**src/hdl/etct_regs.svh**
```systemverilog
`ifndef ETCT_REGS_SVH
`define ETCT_REGS_SVH
// Register byte offsets
`define ETCT_OFF_CTRL 8'h00
`define ETCT_OFF_VBASE 8'h04
`define ETCT_OFF_VNUM 8'h08
`define ETCT_OFF_STATUS 8'h0C
`define ETCT_OFF_ISTAT 8'h10
`define ETCT_OFF_ICLR 8'h14
`define ETCT_OFF_IEN 8'h18
// Control fields
`define ETCT_CTRL_TRIG 0
`define ETCT_CTRL_START 1
`define ETCT_CTRL_CONT 2
// Status fields
`define ETCT_ST_FLAG 0
`define ETCT_ST_BUSY 1
`define ETCT_ST_EXH 2
// Interrupt status bits
`define ETCT_IRQ_CONV 0
`define ETCT_IRQ_DONE 1
// Reset values
`define ETCT_RST_VBASE 32'h00000000
`define ETCT_RST_VNUM 8'h00
// Vector table placement
`define ETCT_VEC_OFS 32'h00000400
`define ETCT_VEC_SHIFT 2
// Control-information set: three words, word 0 layout
`define ETCT_SET_LAST 2'h2
`define ETCT_SET_BYTES 32'h0000000C
`define ETCT_W0_SZ_LSB 16
`define ETCT_W0_SRC_INC 18
`define ETCT_W0_DST_INC 19
`define ETCT_W0_CHAIN 20
`endif

```
**src/hdl/etct_pkg.sv**
```systemverilog
package etct_pkg;
   // Sequencer states, one-hot
   typedef enum logic [7:0] {
      ST_IDLE = 8'h01,
      ST_REQ = 8'h02,
      ST_VEC = 8'h04,
      ST_RDCTL = 8'h08,
      ST_RDDAT = 8'h10,
      ST_WRDAT = 8'h20,
      ST_WB = 8'h40,
      ST_REL = 8'h80
   } etct_state_type;
   // Transfer unit size
   typedef enum logic [1:0] {
      SZ_BYTE = 2'h0,
      SZ_WORD = 2'h1,
      SZ_LONG = 2'h2
   } etct_size_type;
endpackage : etct_pkg

```
**src/hdl/etct_conv_if.sv**
```systemverilog
`timescale 1ns/100ps
`default_nettype none
// Links the sequencer to the converter flag unit
interface etct_conv_if;
   logic done;
   logic rd_clr;
   logic sw_clr;
   logic start_wr;
   logic start_val;
   logic continuous;
   logic flag;
   logic start_bit;
   modport conv (input done, rd_clr, sw_clr, start_wr, start_val, continuous, output flag, start_bit);
   modport ctrl (output done, rd_clr, sw_clr, start_wr, start_val, continuous, input flag, start_bit);
endinterface : etct_conv_if
`default_nettype wire

```
**src/hdl/etct_conv_unit.sv**
```systemverilog
`timescale 1ns/100ps
`default_nettype none
module etct_conv_unit
(
   // Clock and reset
   input wire logic clk_i,
   input wire logic rst_i,
   // Sequencer side
   etct_conv_if.conv cif
);
   logic flag_q;
   logic flag_d;
   logic start_q;
   logic start_d;
   // ============================================================
   // End flag and start bit
   // A new conversion end beats a clear in the same cycle
   assign flag_d = cif.done | (flag_q & ~cif.rd_clr & ~cif.sw_clr);
   // Continuous scan keeps the start bit; single scan drops it
   assign start_d = cif.start_wr ? cif.start_val : (start_q & ~(cif.done & ~cif.continuous));
   always_ff @(posedge clk_i)
   begin
      if (rst_i)
      begin
         flag_q <= 1'b0;
         start_q <= 1'b0;
      end
      else
      begin
         flag_q <= flag_d;
         start_q <= start_d;
      end
   end
   assign cif.flag = flag_q;
   assign cif.start_bit = start_q;
   chk_flag_set_wins: assert property (@(posedge clk_i) disable iff (rst_i)
      cif.done |=> flag_q) else $error("end flag lost a conversion end");
   chk_scan_keeps_start: assert property (@(posedge clk_i) disable iff (rst_i)
      (cif.done && cif.continuous && start_q && !cif.start_wr) |=> start_q)
      else $error("start bit dropped in continuous scan");
endmodule : etct_conv_unit
`default_nettype wire

```
**src/hdl/etct_ctrl.sv**
```systemverilog
// Operation
// - Conversion end sets the end flag, raising a request that activates transfers when enabled.
// - A request routed to the transfer controller never reaches the CPU interrupt; the release sets ISTAT bit 1, raising irq_o when IEN bit 1 is set.
// - The controller takes internal bus mastership before any vector, control or data access.
// - Vector address is base plus 0x400 plus vector number times four.
// - The fetched vector points to the control-information set that is then read.
// - Each set moves one unit of its size from source to destination.
// - Updated control information is written back after each data transfer.
// - With chaining set, the next set is read and moved in the same activation.
// - The bus is released only after the last set's write-back completes.
// - Reading a converter result register clears the end flag automatically.
// - Continuous scan keeps the start bit set and keeps converting.
// - Flag after count exhaustion clears trigger enable and interrupts the CPU.
// - The count is sixteen bits, zero meaning 65536, decremented per transfer.
// - Mode, address and count live in RAM, loaded on activation, written back.
// - The vector base is a 32-bit software-writable register.
//
// The placing of the registers and the Wishbone interface to the registers were left to the implementer.
`include "etct_regs.svh"
`timescale 1ns/100ps
`default_nettype none
module etct_ctrl #(
   parameter logic [31:0] RES_CH0_ADDR = 32'h00010000,
   parameter logic [31:0] RES_CH1_ADDR = 32'h00010004
)
(
   // Clock and reset
   input wire logic clk_i,
   input wire logic rst_i,
   // Wishbone slave
   input wire logic wb_cyc_i,
   input wire logic wb_stb_i,
   input wire logic wb_we_i,
   input wire logic [7:0] wb_adr_i,
   input wire logic [3:0] wb_sel_i,
   input wire logic [31:0] wb_dat_i,
   output logic [31:0] wb_dat_o,
   output logic wb_ack_o,
   // Converter
   input wire logic conv_done_i,
   output logic conv_start_o,
   // Internal bus master
   output logic mbus_req_o,
   input wire logic mbus_gnt_i,
   output logic mbus_stb_o,
   output logic mbus_we_o,
   output logic [1:0] mbus_size_o,
   output logic [31:0] mbus_addr_o,
   output logic [31:0] mbus_wdata_o,
   input wire logic [31:0] mbus_rdata_i,
   input wire logic mbus_ack_i,
   // Interrupt
   output logic irq_o
);
   etct_conv_if cif ();
   etct_pkg::etct_state_type st_q;
   etct_pkg::etct_state_type st_d;
   logic trig_q;
   logic cont_q;
   logic exh_q;
   logic served_q;
   logic first_q;
   logic [31:0] vbase_q;
   logic [7:0] vnum_q;
   logic [1:0] istat_q;
   logic [1:0] ien_q;
   logic [1:0] widx_q;
   logic [31:0] cia_q;
   logic [31:0] w0_q;
   logic [31:0] sar_q;
   logic [31:0] dar_q;
   logic [31:0] data_q;
   logic wb_ack_q;
   logic [31:0] wb_dat_q;

   // ============================================================
   // Register decode
   wire wb_hit = wb_cyc_i & wb_stb_i & ~wb_ack_q;
   wire wb_wr = wb_hit & wb_we_i & wb_sel_i[0];
   wire wr_ctrl = wb_wr & (wb_adr_i == `ETCT_OFF_CTRL);
   wire wr_vbase = wb_hit & wb_we_i & (wb_adr_i == `ETCT_OFF_VBASE);
   wire wr_vnum = wb_wr & (wb_adr_i == `ETCT_OFF_VNUM);
   wire wr_iclr = wb_wr & (wb_adr_i == `ETCT_OFF_ICLR);
   wire wr_ien = wb_wr & (wb_adr_i == `ETCT_OFF_IEN);
   wire [1:0] iclr = wr_iclr ? wb_dat_i[1:0] : 2'h0;
   wire [31:0] ctrl_rd = {29'h0, cont_q, cif.start_bit, trig_q};
   wire [31:0] stat_rd = {29'h0, exh_q, (st_q != etct_pkg::ST_IDLE), cif.flag};
   wire [31:0] rd_mux =
      (wb_adr_i == `ETCT_OFF_CTRL) ? ctrl_rd :
      (wb_adr_i == `ETCT_OFF_VBASE) ? vbase_q :
      (wb_adr_i == `ETCT_OFF_VNUM) ? {24'h0, vnum_q} :
      (wb_adr_i == `ETCT_OFF_STATUS) ? stat_rd :
      (wb_adr_i == `ETCT_OFF_ISTAT) ? {30'h0, istat_q} :
      (wb_adr_i == `ETCT_OFF_IEN) ? {30'h0, ien_q} : 32'h00000000;

   // Byte-lane merge for the 32-bit vector base
   wire [31:0] vbase_d;
   genvar gi;
   generate
      for (gi = 0; gi < 4; gi = gi + 1)
      begin : g_lane
         assign vbase_d[8*gi +: 8] = wb_sel_i[gi] ? wb_dat_i[8*gi +: 8] : vbase_q[8*gi +: 8];
      end
   endgenerate

   // ============================================================
   // Request routing
   // The request goes to the controller only while armed and not exhausted
   wire armed = trig_q & ~exh_q;
   wire idle = (st_q == etct_pkg::ST_IDLE);
   // A request held during a sequence is seen here once idle again
   wire act_go = idle & cif.flag & armed;
   // Served once per flag episode so the status bit is not re-set each cycle
   wire cpu_evt = idle & cif.flag & ~armed & ~served_q;

   // ============================================================
   // Sequencer address and data
   wire [31:0] vec_addr = vbase_q + `ETCT_VEC_OFS + {22'h0, vnum_q, 2'h0};
   wire [31:0] ctl_addr = cia_q + {28'h0, widx_q, 2'h0};
   wire [1:0] sz = w0_q[`ETCT_W0_SZ_LSB +: 2];
   wire [31:0] step = (sz == etct_pkg::SZ_BYTE) ? 32'h00000001 :
                      (sz == etct_pkg::SZ_WORD) ? 32'h00000002 : 32'h00000004;
   // A count of zero wraps to all ones, giving 65536 transfers
   wire [15:0] cnt_dec = w0_q[15:0] - 16'h0001;
   wire dat_done = (st_q == etct_pkg::ST_WRDAT) & mbus_ack_i;
   wire wb_last = (st_q == etct_pkg::ST_WB) & mbus_ack_i & (widx_q == `ETCT_SET_LAST);
   wire rd_result = (st_q == etct_pkg::ST_RDDAT) & mbus_ack_i &
                    ((sar_q == RES_CH0_ADDR) | (sar_q == RES_CH1_ADDR));
   wire [31:0] wb_word = (widx_q == 2'h0) ? w0_q : (widx_q == 2'h1) ? sar_q : dar_q;
   wire access = (st_q == etct_pkg::ST_VEC) | (st_q == etct_pkg::ST_RDCTL) |
                 (st_q == etct_pkg::ST_RDDAT) | (st_q == etct_pkg::ST_WRDAT) |
                 (st_q == etct_pkg::ST_WB);

   // ============================================================
   // Next state
   always_comb
   begin
      st_d = st_q;
      case (st_q)
         etct_pkg::ST_IDLE:
         begin
            if (act_go)
            begin
               st_d = etct_pkg::ST_REQ;
            end
         end
         etct_pkg::ST_REQ:
         begin
            // No access goes out before the grant
            if (mbus_gnt_i)
            begin
               st_d = etct_pkg::ST_VEC;
            end
         end
         etct_pkg::ST_VEC:
         begin
            if (mbus_ack_i)
            begin
               st_d = etct_pkg::ST_RDCTL;
            end
         end
         etct_pkg::ST_RDCTL:
         begin
            if (mbus_ack_i && widx_q == `ETCT_SET_LAST)
            begin
               st_d = etct_pkg::ST_RDDAT;
            end
         end
         etct_pkg::ST_RDDAT:
         begin
            if (mbus_ack_i)
            begin
               st_d = etct_pkg::ST_WRDAT;
            end
         end
         etct_pkg::ST_WRDAT:
         begin
            if (mbus_ack_i)
            begin
               st_d = etct_pkg::ST_WB;
            end
         end
         etct_pkg::ST_WB:
         begin
            if (wb_last)
            begin
               st_d = w0_q[`ETCT_W0_CHAIN] ? etct_pkg::ST_RDCTL : etct_pkg::ST_REL;
            end
         end
         etct_pkg::ST_REL:
         begin
            st_d = etct_pkg::ST_IDLE;
         end
         default:
         begin
            st_d = etct_pkg::ST_IDLE;
         end
      endcase
   end

   // ============================================================
   // Sequencer registers
   always_ff @(posedge clk_i)
   begin
      if (rst_i)
      begin
         st_q <= etct_pkg::ST_IDLE;
         widx_q <= 2'h0;
         cia_q <= 32'h00000000;
         first_q <= 1'b0;
      end
      else
      begin
         st_q <= st_d;
         if (st_q == etct_pkg::ST_VEC && mbus_ack_i)
         begin
            cia_q <= mbus_rdata_i;
         end
         else if (wb_last)
         begin
            cia_q <= cia_q + `ETCT_SET_BYTES;
         end
         if ((st_q == etct_pkg::ST_RDCTL || st_q == etct_pkg::ST_WB) && mbus_ack_i)
         begin
            widx_q <= (widx_q == `ETCT_SET_LAST) ? 2'h0 : widx_q + 2'h1;
         end
         if (idle)
         begin
            first_q <= 1'b1;
         end
         else if (wb_last)
         begin
            first_q <= 1'b0;
         end
      end
   end

   // Working copy of the set: loaded from RAM, updated after the move
   always_ff @(posedge clk_i)
   begin
      if (rst_i)
      begin
         w0_q <= 32'h00000000;
         sar_q <= 32'h00000000;
         dar_q <= 32'h00000000;
         data_q <= 32'h00000000;
      end
      else if (st_q == etct_pkg::ST_RDCTL && mbus_ack_i)
      begin
         case (widx_q)
            2'h0: w0_q <= mbus_rdata_i;
            2'h1: sar_q <= mbus_rdata_i;
            default: dar_q <= mbus_rdata_i;
         endcase
      end
      else if (st_q == etct_pkg::ST_RDDAT && mbus_ack_i)
      begin
         data_q <= mbus_rdata_i;
      end
      else if (dat_done)
      begin
         w0_q <= {w0_q[31:16], cnt_dec};
         sar_q <= w0_q[`ETCT_W0_SRC_INC] ? sar_q + step : sar_q;
         dar_q <= w0_q[`ETCT_W0_DST_INC] ? dar_q + step : dar_q;
      end
   end

   // ============================================================
   // Arming, exhaustion and interrupt state
   always_ff @(posedge clk_i)
   begin
      if (rst_i)
      begin
         trig_q <= 1'b0;
         cont_q <= 1'b0;
         exh_q <= 1'b0;
         served_q <= 1'b0;
         istat_q <= 2'h0;
         ien_q <= 2'h0;
         vbase_q <= `ETCT_RST_VBASE;
         vnum_q <= `ETCT_RST_VNUM;
      end
      else
      begin
         // Hardware disarm wins over a software write in the same cycle
         if (cpu_evt)
         begin
            trig_q <= 1'b0;
         end
         else if (wr_ctrl)
         begin
            trig_q <= wb_dat_i[`ETCT_CTRL_TRIG];
         end
         if (wr_ctrl)
         begin
            cont_q <= wb_dat_i[`ETCT_CTRL_CONT];
         end
         // The first set's count running out ends this arming
         if (dat_done && first_q && cnt_dec == 16'h0000)
         begin
            exh_q <= 1'b1;
         end
         else if (wr_ctrl && wb_dat_i[`ETCT_CTRL_TRIG])
         begin
            exh_q <= 1'b0;
         end
         served_q <= cif.flag & (served_q | cpu_evt);
         istat_q <= (istat_q & ~iclr) | {(st_q == etct_pkg::ST_REL), cpu_evt};
         if (wr_ien)
         begin
            ien_q <= wb_dat_i[1:0];
         end
         if (wr_vbase)
         begin
            vbase_q <= vbase_d;
         end
         if (wr_vnum)
         begin
            vnum_q <= wb_dat_i[7:0];
         end
      end
   end

   // ============================================================
   // Wishbone answer: one wait state, unmapped reads return zero
   always_ff @(posedge clk_i)
   begin
      if (rst_i)
      begin
         wb_ack_q <= 1'b0;
         wb_dat_q <= 32'h00000000;
      end
      else
      begin
         wb_ack_q <= wb_hit;
         wb_dat_q <= wb_hit ? rd_mux : 32'h00000000;
      end
   end

   // ============================================================
   // Converter flag unit
   assign cif.done = conv_done_i;
   assign cif.rd_clr = rd_result;
   assign cif.sw_clr = iclr[`ETCT_IRQ_CONV];
   assign cif.start_wr = wr_ctrl;
   assign cif.start_val = wb_dat_i[`ETCT_CTRL_START];
   assign cif.continuous = cont_q;
   etct_conv_unit u_conv (
      .clk_i (clk_i),
      .rst_i (rst_i),
      .cif (cif)
   );

   // ============================================================
   // Outputs
   assign wb_ack_o = wb_ack_q;
   assign wb_dat_o = wb_dat_q;
   assign conv_start_o = cif.start_bit;
   assign mbus_req_o = ~idle;
   assign mbus_stb_o = access;
   assign mbus_we_o = (st_q == etct_pkg::ST_WRDAT) | (st_q == etct_pkg::ST_WB);
   assign mbus_size_o = (st_q == etct_pkg::ST_RDDAT || st_q == etct_pkg::ST_WRDAT) ? sz : etct_pkg::SZ_LONG;
   assign mbus_addr_o = (st_q == etct_pkg::ST_VEC) ? vec_addr :
                        (st_q == etct_pkg::ST_RDDAT) ? sar_q :
                        (st_q == etct_pkg::ST_WRDAT) ? dar_q : ctl_addr;
   assign mbus_wdata_o = (st_q == etct_pkg::ST_WB) ? wb_word : data_q;
   assign irq_o = |(istat_q & ien_q);

   // ============================================================
   // Checks
   chk_grant_before_access: assert property (@(posedge clk_i) disable iff (rst_i)
      $rose(mbus_stb_o) |-> $past(mbus_gnt_i) && $past(st_q) == etct_pkg::ST_REQ)
      else $error("access started without grant");
   chk_vector_address: assert property (@(posedge clk_i) disable iff (rst_i)
      (st_q == etct_pkg::ST_VEC) |-> mbus_addr_o == vbase_q + 32'h00000400 + {22'h0, vnum_q, 2'h0})
      else $error("wrong vector address");
   chk_routed_no_irq: assert property (@(posedge clk_i) disable iff (rst_i)
      act_go |=> !$rose(istat_q[0])) else $error("activation leaked to cpu");
   chk_result_read_clears: assert property (@(posedge clk_i) disable iff (rst_i)
      (rd_result && !conv_done_i) |=> !cif.flag) else $error("result read left flag set");
   chk_writeback_follows: assert property (@(posedge clk_i) disable iff (rst_i)
      dat_done |=> st_q == etct_pkg::ST_WB && widx_q == 2'h0 && mbus_we_o)
      else $error("no write-back after move");
   chk_count_decrement: assert property (@(posedge clk_i) disable iff (rst_i)
      dat_done |=> w0_q[15:0] == $past(w0_q[15:0]) - 16'h0001) else $error("count not decremented");
   chk_release_after_wb: assert property (@(posedge clk_i) disable iff (rst_i)
      $fell(mbus_req_o) |-> $past(st_q, 2) == etct_pkg::ST_WB && !$past(w0_q[20], 2))
      else $error("bus released early");
   chk_chain_next_set: assert property (@(posedge clk_i) disable iff (rst_i)
      (wb_last && w0_q[20]) |=> st_q == etct_pkg::ST_RDCTL && mbus_addr_o == $past(cia_q) + 32'h0000000C)
      else $error("chain did not read next set");
   chk_disarm_on_exhaust: assert property (@(posedge clk_i) disable iff (rst_i)
      (cpu_evt && trig_q && exh_q) |=> !trig_q && istat_q[0]) else $error("exhausted request not to cpu");
endmodule : etct_ctrl
`default_nettype wire

```
**config.mk**
```make
export PLATFORM = sky130hd
export DESIGN_NAME = etct_ctrl
export DESIGN_NICKNAME = d
export VERILOG_FILES = /design/src/hdl/etct_pkg.sv /design/src/hdl/etct_conv_if.sv /design/src/hdl/etct_conv_unit.sv /design/src/hdl/etct_ctrl.sv
export VERILOG_INCLUDE_DIRS = /design/src /design/src/hdl
export SDC_FILE = /design/constraint.sdc
export NUM_CORES = 1
export LEC_CHECK = 0
export BUFFER_PORTS_ARGS = -buffer_cell sky130_fd_sc_hd__buf_4
export CORE_MARGIN = 2
export CORE_UTILIZATION = 40
export DETAILED_ROUTE_END_ITERATION = 8
export PLACE_DENSITY = 0.56
export SLEW_MARGIN = 15
export SYNTH_ARGS = -nofsm -noshare
export SYNTH_HDL_FRONTEND = slang
export SYNTH_SLANG_ARGS = --single-unit
```
**constraint.sdc**
```tcl
create_clock -name clk_i -period 6 [get_ports clk_i]
set_input_delay 0.6 -clock clk_i [delete_from_list [all_inputs] [get_ports clk_i]]
set_output_delay 0.6 -clock clk_i [all_outputs]
set_load 0.005 [all_outputs]
```
Word level (Yosys, flattened, before mapping)
Cells that the tools add are included.

Flip-flop bits (word level): 254. RAM bits: 0. Logic and storage cells: 193. ROM bits: 0. Memories kept: 0. Bits in latches: 0. Output and inout port bits: 104.

Divide/modulo/power cells: 0. Add/sub/neg operators: 8. Multipliers: 0. Shift-type cells: 0. Eq/ne operators: 31. Reductions and logical operators: 35. Mux-type cells: 47. Magnitude comparators: 0. Bitwise logic cells: 47.

Operators with widths (count): $mux W32 (21); $mux W8 (9); $add A32 B3 Y32 (2); $eq A32 B17 Y1 const B (2); $pmux W8 S7 (1); $add A32 B10 Y32 (1); $add A32 B11 Y32 const B (1); $add A32 B4 Y32 (1); $add A32 B4 Y32 const B (1); $eq A8 B5 Y1 const B (4); $mux W16 (2); $and A1 B1 Y1 (24); $eq A8 B4 Y1 const B (3); $ne A2 B2 Y1 const B (10); $eq A8 B3 Y1 const B (2); $logic_not A16 Y1 (1); $sub A16 B1 Y16 const B (1); $mux W3 (4); $reduce_and A2 Y1 (6); $reduce_bool A2 Y1 (6); $not A1 Y1 (11); $mux W2 (5); $eq A8 B1 Y1 const B (1); $eq A8 B2 Y1 const B (1); other kinds (22) (48).

Logic depth before layout (Yosys ltp)
Gate-level depths: netlist (run 1).

Word-level depth: 9. Depth in mapped cells: 10. Depth with buffers taken out: 9.

By module
A second synthesis (run 1) with hierarchy kept.

Cell total of the unflattened synthesis: 2107. Area, all modules: 15341.0 um^2.

By module, submodules not included: etct_ctrl (cells an instance 2098, times used 1, seq. area each 5044.8 um^2, area an instance 15262.1 um^2); etct_conv_unit (cells an instance 9, times used 1, seq. area each 40.0 um^2, area an instance 78.8 um^2).

Worst setup path before layout (run 1)
Ideal clock, no wire load.

Path type: register -> output. Start point: register cia_q[2]. End point: output mbus_addr_o[24]. Arrival: 2221 ps. Setup slack: 3179 ps. Cell stages (with the launch flop): 9. Data required time: 5400 ps. Cells stage by stage: dfxtp_1 > ha_1 > fa_1 > nand3_1 > or4_4 > or3_1 > xnor2_1 > a21oi_1 > a21oi_1.

Word-level cells in the longest chain between the ends: 4.

RTL lines: start, declared (line etct_ctrl.sv:68) `logic [31:0] cia_q;`; start signal, assigned (line etct_ctrl.sv:217) `cia_q <= mbus_rdata_i;`; start signal, assigned (line etct_ctrl.sv:221) `` cia_q <= cia_q + `ETCT_SET_BYTES; ``; $add A32 B4 Y32 (line etct_ctrl.sv:119) `wire [31:0] ctl_addr = cia_q + {28'h0, widx_q, 2'h0};`; $mux W32 (line etct_ctrl.sv:365) `(st_q == etct_pkg::ST_WRDAT) ? dar_q : ctl_addr;`; $mux W32 (line etct_ctrl.sv:364) `(st_q == etct_pkg::ST_RDDAT) ? sar_q :`; $mux W32 (line etct_ctrl.sv:363) `assign mbus_addr_o = (st_q == etct_pkg::ST_VEC) ? vec_addr :`; end, declared (line etct_ctrl.sv:48) `output logic [31:0] mbus_addr_o,`.

Every way passes these cells.

Worst setup path in the final report (run 1)
Start point: register st_q[4]. End point: output mbus_addr_o[10].

Word-level cells in the longest chain between the ends: 4.

RTL lines: start, declared (line etct_ctrl.sv:56) `etct_pkg::etct_state_type st_q;`; start signal, assigned (line etct_ctrl.sv:207) `st_q <= etct_pkg::ST_IDLE;`; start signal, assigned (line etct_ctrl.sv:214) `st_q <= st_d;`; $eq A8 B6 Y1 (line etct_ctrl.sv:365); $mux W32 (line etct_ctrl.sv:365); $mux W32 (line etct_ctrl.sv:364); $mux W32 (*) (line etct_ctrl.sv:363).

Mark *: on every way between the ends. The rest lies on a longest branch, timed or not.

==> flow_metrics.tcl, run 1 <==
set metrics [dict create \
    num_io_pins 188 \
    htreeDepth 1 \
    grt_start_max_net_pins 77 \
    setup_tns_ps 0 \
    synth_flop_cell "dfxtp_1" \
    p_total_w 0.00416 \
    netlist.area_leader.share 0.330 \
    async_reset_ff_frac 0 \
    num_vias 16100 \
    cap_violations 0 \
    grt_pass1_wl_um 89300 \
    power_leakage_nw 6.33 \
    cp_max_fo 17 \
    ir_drop_uv 208 \
    outcome "finished, final reports clean" \
    fin_skew_ps 9.69 \
    drt-total-wl_um 58200 \
    die-height_um 200 \
    fin_nets 2268 \
    synthTopCellsByArea "dfxtp_1 (33%), a21oi_1 (9.0%), nand2_1 (8.1%)" \
    ys_types 80 \
    cts_setup_buffers 0 \
    drt_iter0_markers 1698 \
    core_region_area_um2 37800 \
    dpl_worst_slack_ps 2390 \
    clk-insertion-delay-late_ps 580 \
    cts_tree "done" \
    worst-r2r-cell-count 5 \
    layout-drive-gt1-share 0.138 \
    dieWidth_um 200 \
    fin_ws_ps 1840 \
    hold_violations 0 \
    synth_edf_count 0 \
    syn_nets 2190 \
    antenna_cells 0 \
    die_area_um2 40100 \
    numCtsBuffers 31 \
    area_growth_syn_to_layout_pct 16.6 \
    worstPathArrival_ps 3560 \
    min_period_over_period 0.693 \
    slew_headroom 0.197 \
    postRouteAntennaNets 0 \
    clk_pin_slew_worst_paths_ps 60 \
    place_area_um2 17000 \
    min_from "wb_dat_i[4]" \
    clock.fmax_mhz 240 \
    postCtsResizedCells 0 \
    nFillCells 3875 \
    root_buffer "clkbuf_16" \
    min_period_ps 4160 \
    synth_area_leader_cell "dfxtp_1" \
    synth_cells 2083 \
    cp-start-kind "flop" \
    port_buffers 187 \
    seq_area_frac_synth 0.330 \
    start_util 0.407 \
    slew_violations 0 \
    vias_per_cell 5.96 \
    cts.sinks 254 \
    fin_area_um2 18000 \
    rr_startpoint "st_q[6]$_SDFFE_PP0P_" \
    powerDensity_nw_per_um2 232 \
    antenna_found_initial 1 \
    end_kind "primary output" \
    cts_hold_buf 0 \
    drc 0 \
    grt_usage 0.279 \
    synth-warning-count 0 \
    timing_worst_slew_pin_value_ps 1200 \
    setup_viol 0 \
    hold_end "vnum_q[4]$_SDFFE_PP0P_" \
    clk_path_buf_depth 3 \
    reg2reg_to "cia_q[10]$_SDFFE_PP0P_" \
    synth_seq_cells 254 \
    num_rows 71 \
    wl_per_cell_um 21.6 \
    crit_type "flop to primary output" \
    place_congestion 0.918 \
    grt_pass1_vias 15100 \
    required_ps 5400 \
    netlist_area_um2 15400 \
    hold_class "input pin to flop" \
    timing.hold.worst_path_depth 3 \
    firstDrtPassIters 6 \
    dp_hpwl_um 41900 \
    rsz0062_at_grt "no" \
    syn_avg_cell_area_um2 7.40 \
    r2r_slack_ps 2270 \
    grt_overflow 0 \
]
power by group:
| group | switching [W] | total [W] | leakage, nW | internal, W |
|---|---|---|---|---|
| logic | 0.000329 | 0.000534 | 3.78 | 0.000206 |
| registers | 0.0000579 | 0.00178 | 2.05 | 0.00172 |
| clock network | 0.000769 | 0.00185 | 0.499 | 0.00108 |
layer usage:
layer  track usage  up-vias  part of all wire
li1              -     7636                 -
met1         0.396     7580              0.45
met2         0.426      751              0.43
met3        0.0425      112             0.088
met4         0.101        0             0.037
met5             0        -                 0
flip-flops by register name, summed over array words and instances (netlist names):
register              flops
u_conv.cif.start_bit      1
first_q                   1
wb_ack_o                  1
data_q                   32
dar_q                    32
istat_q                   2
cia_q                    32
exh_q                     1
trig_q                    1
widx_q                    2
cif.continuous            1
ien_q                     2
u_conv.cif.flag           1
sar_q                    32
st_q                      8
vnum_q                    8
vbase_q                  32
wb_dat_o                 32
served_q                  1
w0_q                     32
area by class of cell:
| cell class | instances | area, µm² | share of cell area |
|---|---|---|---|
| clock buffers | 44 | 905 | 0.0504 |
| clock inverters | 13 | 98.8 | 0.00550 |
| inverters | 25 | 93.8 | 0.00522 |
| multi-input cells | 1645 | 9600 | 0.535 |
| flip-flops and latches | 254 | 5090 | 0.283 |
| well taps | 511 | 639 | 0.0356 |
| repair buffers | 204 | 1540 | 0.0855 |
through the flow:
stage	hold WS [ps]	cells	util
6_report	276	2696	0.475
2_1_floorplan	436	2083	-
5_1_grt	276	2696	0.475
3_3_place_gp	441	2639	0.448
3_5_place_dp	446	2639	0.448
4_1_cts	255	2696	0.475
logic make-up after synthesis:
logic type               share of synthesized area
AND/OR/NAND/NOR                              0.268
AO/OA/AOI/OAI                                0.240
flip-flops                                   0.330
buffers and inverters                       0.0482
XOR/XNOR                                    0.0506
multiplexers                                0.0426
adder cells (fa/ha/maj)                     0.0206
Yosys cell counts, types with 32 or more instances:
cell type  count
dfxtp_1      254
nand3_1       66
and2_1        33
nor3_1        36
nor4_1        32
clkbuf_1     116
mux2i_1       61
nand2_1      332
xnor2_1       60
o21ai_0      150
nor2_1       178
buf_2         32
nand4_1       42
a21oi_1      278
a211oi_1      34
worst max-delay path, cell delays in order (launching register included):
cell	delay (ps)
dfxtp_1	500
nor2b_1	730
nand3_1	760
o21ai_0	290
a21oi_1	70
a211oi_1	300
a31oi_1	100
buf_4	220
placed cells by master, fill, tap and decap left out, types with 23 or more instances in the layout:
| cell type | instances |
|---|---|
| buf_4 | 203 |
| o21ai_0 | 150 |
| nand4_1 | 42 |
| a22oi_1 | 28 |
| nand2_1 | 331 |
| nor4_1 | 32 |
| nor2_1 | 177 |
| inv_1 | 25 |
| nand3_1 | 65 |
| and2_1 | 33 |
| and3_1 | 23 |
| a21oi_1 | 278 |
| xnor2_1 | 60 |
| clkbuf_16 | 31 |
| dfxtp_1 | 252 |
| nor3_1 | 36 |
| mux2i_1 | 61 |
| a211oi_1 | 34 |
| xor2_1 | 29 |
worst max-delay path by stage:
stage | depth (start not counted) | startpoint | slack [ps] | to
2_1_floorplan | 8 | cia_q[2]$_SDFFE_PP0P_ | 3180 | mbus_addr_o[24]
3_3_place_gp | 5 | st_q[6]$_SDFFE_PP0P_ | 2530 | cia_q[7]$_SDFFE_PP0P_
3_5_place_dp | 5 | st_q[6]$_SDFFE_PP0P_ | 2390 | cia_q[7]$_SDFFE_PP0P_
4_1_cts | 9 | vbase_q[2]$_SDFFE_PP0P_ | 1900 | mbus_addr_o[18]
5_1_grt | 7 | st_q[4]$_SDFFE_PP0P_ | 1630 | mbus_addr_o[7]
6_report | 7 | st_q[4]$_SDFFE_PP0P_ | 1840 | mbus_addr_o[10]
No activity file was read; power rests on OpenSTA's default activity.
==> run 2, diff against run 1 <==
- ABC_AREA: default -> 1
- PLACE_DENSITY: 0.56 -> 0.59
- clock period: 6 -> 3.48 ns (I/O delays scaled with it)
==> run 2 against run 1 <==
Register-to-register slack worse by 1500 ps. Area after synthesis increased by 3.4%. Core utilization rose by 0.073 points. Cell area increased by 4.7%. Clock-buffer cell count did not move. Clock skew grew 3.2 ps. Clock power increased by 77%. Routed wire length grew 14%. Non-clock buffer count rose by 20. Critical path type unchanged. Largest cell class unchanged.
==> flow_metrics.tcl, run 2 <==
set metrics [dict create \
    netlist.area_leader.share 0.319 \
    path_buf_inv 3 \
    synth_edf_count 0 \
    wl_per_cell_um 20.5 \
    cts.sinks 254 \
    clock.fmax_mhz 297 \
    clk_pin_slew_worst_paths_ps 60 \
    drt-total-wl_um 66400 \
    cp_max_fo 20 \
    critPathMaxStageDelay_ps 530 \
    grt_usage 0.311 \
    cts_tree "done" \
    outcome "finished, final reports clean" \
    layout_common_cells "nand2_1 (559), nor2_1 (295), o21ai_0 (284)" \
    layout-drive-gt1-share 0.116 \
    grt_pass1_wl_um 100000 \
    power_leakage_nw 7.68 \
    start_util 0.403 \
    grt_pass1_vias 16900 \
    min_period_ps 3360 \
    dp_hpwl_um 49400 \
    ys_types 44 \
    hold_violations 0 \
    clk-insertion-delay-late_ps 600 \
    drt_iter0_markers 1527 \
    firstDrtPassIters 6 \
    hold_class "input pin to flop" \
    slew_headroom 0.207 \
    ir_drop_uv 357 \
    multi_input_area_um2 9310 \
    synth_seq_cells 254 \
    critical-path-top-delay-family "buffers and inverters" \
    required_ps 3130 \
    min_period_over_period 0.966 \
    grt_start_max_net_pins 167 \
    dieWidth_um 204 \
    num_vias 18200 \
    cp_num_cells 7 \
    cap_violations 0 \
    slowest_stage "inv_1" \
    area_growth_syn_to_layout_pct 18.0 \
    setup_tns_ps 0 \
    port_buffers 187 \
    synth-warning-count 0 \
    cp_common_cell "buf_4" \
    root_buffer "clkbuf_16" \
    fin_skew_ps 12.9 \
    num_io_pins 188 \
    synthTopCellsByCount "nand2_1 (559), nor2_1 (299), o21ai_0 (285)" \
    core_region_area_um2 39500 \
    fin_nets 2793 \
    clk_path_buf_depth 3 \
    end_kind "primary output" \
    htreeDepth 1 \
    syn_nets 2658 \
    timing_worst_slew_pin_value_ps 1190 \
    setup_viol 0 \
    worstPathArrival_ps 3010 \
    numCtsBuffers 30 \
    cp-start-kind "flop" \
    yosysMostFrequentCell "nand2_1" \
    antenna_found_initial 1 \
    synth_flop_cell "dfxtp_1" \
    postRouteAntennaNets 0 \
    num_rows 73 \
    synth_cells 2551 \
    seq_area_um2 5090 \
    die_area_um2 41500 \
    synth_area_leader_cell "dfxtp_1" \
    mostFrequentLayoutCell "nand2_1" \
    syn_avg_cell_area_um2 6.25 \
    slew_violations 0 \
    vias_per_cell 5.62 \
    worst-r2r-cell-count 10 \
    crit_chain "buf_4, nor2_2, inv_1, o22ai_1, a21oi_1, o21ai_0, buf_4" \
    antenna_cells 0 \
    powerDensity_nw_per_um2 360 \
    postLayoutCoreUtil 0.475 \
    place_congestion 0.969 \
    synthTopCellsByArea "dfxtp_1 (32%), nand2_1 (13%), o21ai_0 (9.0%)" \
    grt_overflow 0 \
    p_total_w 0.00678 \
    async_reset_ff_frac 0 \
    nFillCells 4217 \
    crit_type "flop to primary output" \
    timing.hold.worst_path_depth 3 \
    rsz0062_at_grt "no" \
    drc 0 \
    seq_area_frac_synth 0.319 \
    netlist_area_um2 15900 \
    die-height_um 204 \
]
-- run 2: changes by cell type after synthesis, sizes merged, moves of 29 or more --
cell,previous run,this run
inv,25,279
nand2,332,565
o21ai,151,301
nor2,182,307
nand3,66,151
mux2i,61,0
xnor2,60,4
a21oi,279,225
a31oi,18,58
clkbuf,117,79
and2,33,0
a211oi,34,2
xor2,29,60
nor4,41,12
-- run 2: metrics by stage --
stage | setup slack (ps) | hold WS [ps] | cell area, µm² | cells
floorplan | 1250 | 426 | 15900 | 2551
global placement | 567 | 436 | 17800 | 3176
detailed placement | 506 | 452 | 17800 | 3176
CTS | 54.6 | 12.4 | 18800 | 3233
global route | 9.22 | 29.4 | 18800 | 3233
finish | 117 | 15.7 | 18800 | 3233
-- run 2: layout make-up --
cell class	count	area share
Clock buffer	44	0.0476
Multi-Input combinational cell	1896	0.495
Clock inverter	10	0.00559
Sequential cell	254	0.271
Timing Repair Buffer	224	0.0898
Inverter	280	0.0562
Tap cell	525	0.0349
-- run 2: what timing repair did --
| item | 4_1_cts | 5_1_grt |
|---|---|---|
| pin swaps | 0 | 0 |
| resized for setup | 1 | 6 |
| setup endpoints to repair | 4 | 11 |
| hold endpoints to repair | 4 | 0 |
| hold buffers | 3 | 0 |
| buffers inserted | 0 | 0 |
-- run 2: per-layer routing --
| layer | routed length [µm] | global-route usage |
|---|---|---|
| met5 | 13 | 0 |
| met4 | 2340 | 0.108 |
| met3 | 5040 | 0.0328 |
| met2 | 29500 | 0.498 |
| met1 | 29500 | 0.434 |
-- run 2: final timing paths --
check	from	end	slack [ps]
worst max-delay path	widx_q[1]$_SDFFE_PP0P_	mbus_wdata_o[17]	120
worst min-delay path	mbus_rdata_i[4]	data_q[4]$_SDFFE_PP0P_	20
worst max register to register	st_q[5]$_SDFFE_PP0P_	dar_q[21]$_SDFFE_PP0P_	760
worst min register to register	vbase_q[9]$_SDFFE_PP0P_	wb_dat_o[9]$_SDFF_PP0_	450
-- run 2: power breakdown --
group	switching (W)	internal, W	total [W]
registers	0.0000324	0.00293	0.00297
clock network	0.00137	0.00191	0.00328
logic	0.000339	0.000188	0.000527
total	0.00174	0.00503	0.00678
-- run 2: worst reg2reg max path, stage by stage (launching register included) --
cell     delay [ps]
dfxtp_1         360
nor2_4          150
nand2_2          90
inv_2           100
nand4_4         130
nor2_4          350
inv_2           450
buf_4           410
nor2_1          340
nor2_1           90
a21oi_1         180
-- run 2: logic make-up after synthesis --
group,after synthesis,synth area share
buf+inv,401,0.0982
xor+xnor,64,0.0352
simple gates,1151,0.306
fa+ha+maj,23,0.0199
flops,254,0.319
compound gates,658,0.222
==> run 3, diff against run 2 <==
- GPL_TIMING_DRIVEN: default -> 0
==> run 3 against run 2 <==
The flow now finishes with violations (negative setup slack). Clock skew up 1.7 ps. Global-route usage up 6.0 points. Core utilization up 1.0 points. Worst hold slack about the same. Via count up 5.5%. Sequential cell count unchanged. Power up 4.8%.
==> flow_metrics.tcl, run 3 (synthesis results as in run 2) <==
set metrics [dict create \
    outcome "finished with violations" \
    violations "negative setup slack" \
    cts_tree "done" \
    antenna_found_initial 0 \
    antenna_cells 0 \
    layout-drive-gt1-share 0.121 \
    num_vias 19200 \
    cp_max_fo 10 \
    numCtsBuffers 31 \
    drt_iter0_markers 1967 \
    dp_hpwl_um 62300 \
    place_congestion 1.05 \
    slew_headroom 0.225 \
    start_util 0.403 \
    grt_usage 0.371 \
    clock.fmax_mhz 283 \
    fin_skew_ps 14.6 \
    min_period_over_period 1.01 \
    hold_end "vbase_q[5]$_SDFFE_PP0P_" \
    clk-insertion-delay-late_ps 590 \
    power_leakage_nw 7.86 \
    setup_viol 3 \
    hold_class "input pin to flop" \
    setup_tns_ps -108 \
    seq_area_um2 5090 \
    drc 0 \
    end_kind "primary output" \
    die-height_um 204 \
    dieWidth_um 204 \
    core_region_area_um2 39500 \
    layout_common_cells "nand2_1 (557), nor2_1 (293), o21ai_0 (281)" \
    num_rows 73 \
    timing.hold.worst_path_depth 3 \
    reg2reg_to "dar_q[20]$_SDFFE_PP0P_" \
    required_ps 3130 \
    area_growth_syn_to_layout_pct 20.5 \
    postRouteAntennaNets 0 \
    port_buffers 187 \
    wl_per_cell_um 23.8 \
    power.switching_w 0.00189 \
    fin_ws_ps -51.4 \
    intPower_w 0.00521 \
    min_period_ps 3530 \
    grt_start_max_net_pins 15 \
    worst-r2r-cell-count 13 \
    place_area_um2 18000 \
    hold_violations 0 \
    fin_nets 2883 \
    cap_violations 0 \
    worstPathArrival_ps 3180 \
    seq_power_share 0.418 \
    p_total_w 0.00710 \
    r2r_slack_ps 250 \
    grt_pass1_vias 18000 \
    nFillCells 4275 \
    root_buffer "clkbuf_16" \
    swShare 0.266 \
    num_io_pins 188 \
    drt-total-wl_um 79100 \
    htreeDepth 1 \
    die_area_um2 41500 \
    holdWs_ps 15.6 \
    powerDensity_nw_per_um2 370 \
    min_from "wb_dat_i[5]" \
    fin_area_um2 19200 \
    multi_input_area_um2 9350 \
    grt_overflow 0 \
    grt_pass1_wl_um 114000 \
    rr_startpoint "w0_q[16]$_SDFFE_PP0P_" \
    ir_drop_uv 334 \
    timing_worst_slew_pin_value_ps 1160 \
    clk_pin_slew_worst_paths_ps 70 \
    slew_violations 0 \
    crit_type "flop to primary output" \
    vias_per_cell 5.76 \
    mostFrequentLayoutCell "nand2_1" \
    clk_path_buf_depth 3 \
    cts.sinks 254 \
    pwr-share-clk 0.499 \
    combinationalPowerShare 0.083 \
    firstDrtPassIters 6 \
    cp-start-kind "flop" \
]
==> run 3: how the worst max path moves through the flow <==
| stage | from | endpoint | slack, ps | cells past startpoint |
|---|---|---|---|---|
| floorplan | widx_q[0]$_SDFFE_PP0P_ | mbus_addr_o[24] | 1250 | 12 |
| global placement | widx_q[1]$_SDFFE_PP0P_ | mbus_wdata_o[17] | 300 | 6 |
| detailed placement | widx_q[1]$_SDFFE_PP0P_ | mbus_wdata_o[17] | 310 | 6 |
| CTS | st_q[3]$_SDFFE_PP0P_ | mbus_addr_o[21] | 20 | 9 |
| global route | cia_q[2]$_SDFFE_PP0P_ | mbus_addr_o[20] | -6 | 14 |
| finish | widx_q[1]$_SDFFE_PP0P_ | mbus_wdata_o[12] | -50 | 6 |
==> run 3: layout make-up <==
| cell class | instances | area share |
|---|---|---|
| well taps | 525 | 0.0342 |
| clock buffers | 40 | 0.0458 |
| plain buffers | 121 | 0.0272 |
| repair buffers | 192 | 0.0754 |
| flip-flops and latches | 254 | 0.265 |
| multi-input cells | 1896 | 0.487 |
| clock inverters | 17 | 0.0110 |
| inverters | 280 | 0.0547 |
==> run 3: layer usage <==
layer	global-route usage	wire length, µm	up-vias
met5	0	0	-
met4	0.204	4550	0
met3	0.0554	7130	211
met2	0.594	35100	1063
met1	0.480	32400	8930
li1	-	-	8948
==> run 3: critical path, cell delays in order, from the launching register on <==
cell and delay [ps]:
dfxtp_1 430, clkbuf_1 360, nor2_2 640, clkbuf_2 470
a21oi_1 120, o21ai_0 380, buf_4 190
==> run 3: power by group through the flow <==
stage                     logic [W]  registers (W)  clock network [W]
after global placement     0.000567        0.00303                  0
after global routing       0.000625        0.00297            0.00367
final                      0.000589        0.00297            0.00355
after detailed placement   0.000567        0.00303                  0
after CTS                  0.000574        0.00296            0.00355
after floorplan            0.000264        0.00302                  0
==> run 3: stage by stage <==
step | setup slack, ps | util | cells
after floorplan | 1250 | - | 2551
after global placement | 301 | 0.455 | 3263
after detailed placement | 311 | 0.455 | 3263
after CTS | 19.4 | 0.484 | 3323
after global routing | -5.76 | 0.486 | 3325
final | -51.4 | 0.486 | 3325
==> run 3: timing repair <==
item	CTS	global route
pin swaps	0	1
endpoints found under the setup margin	30	19
resized for setup	10	24
setup buffers	0	2
hold buffers	3	0
endpoints found under the hold margin	3	0
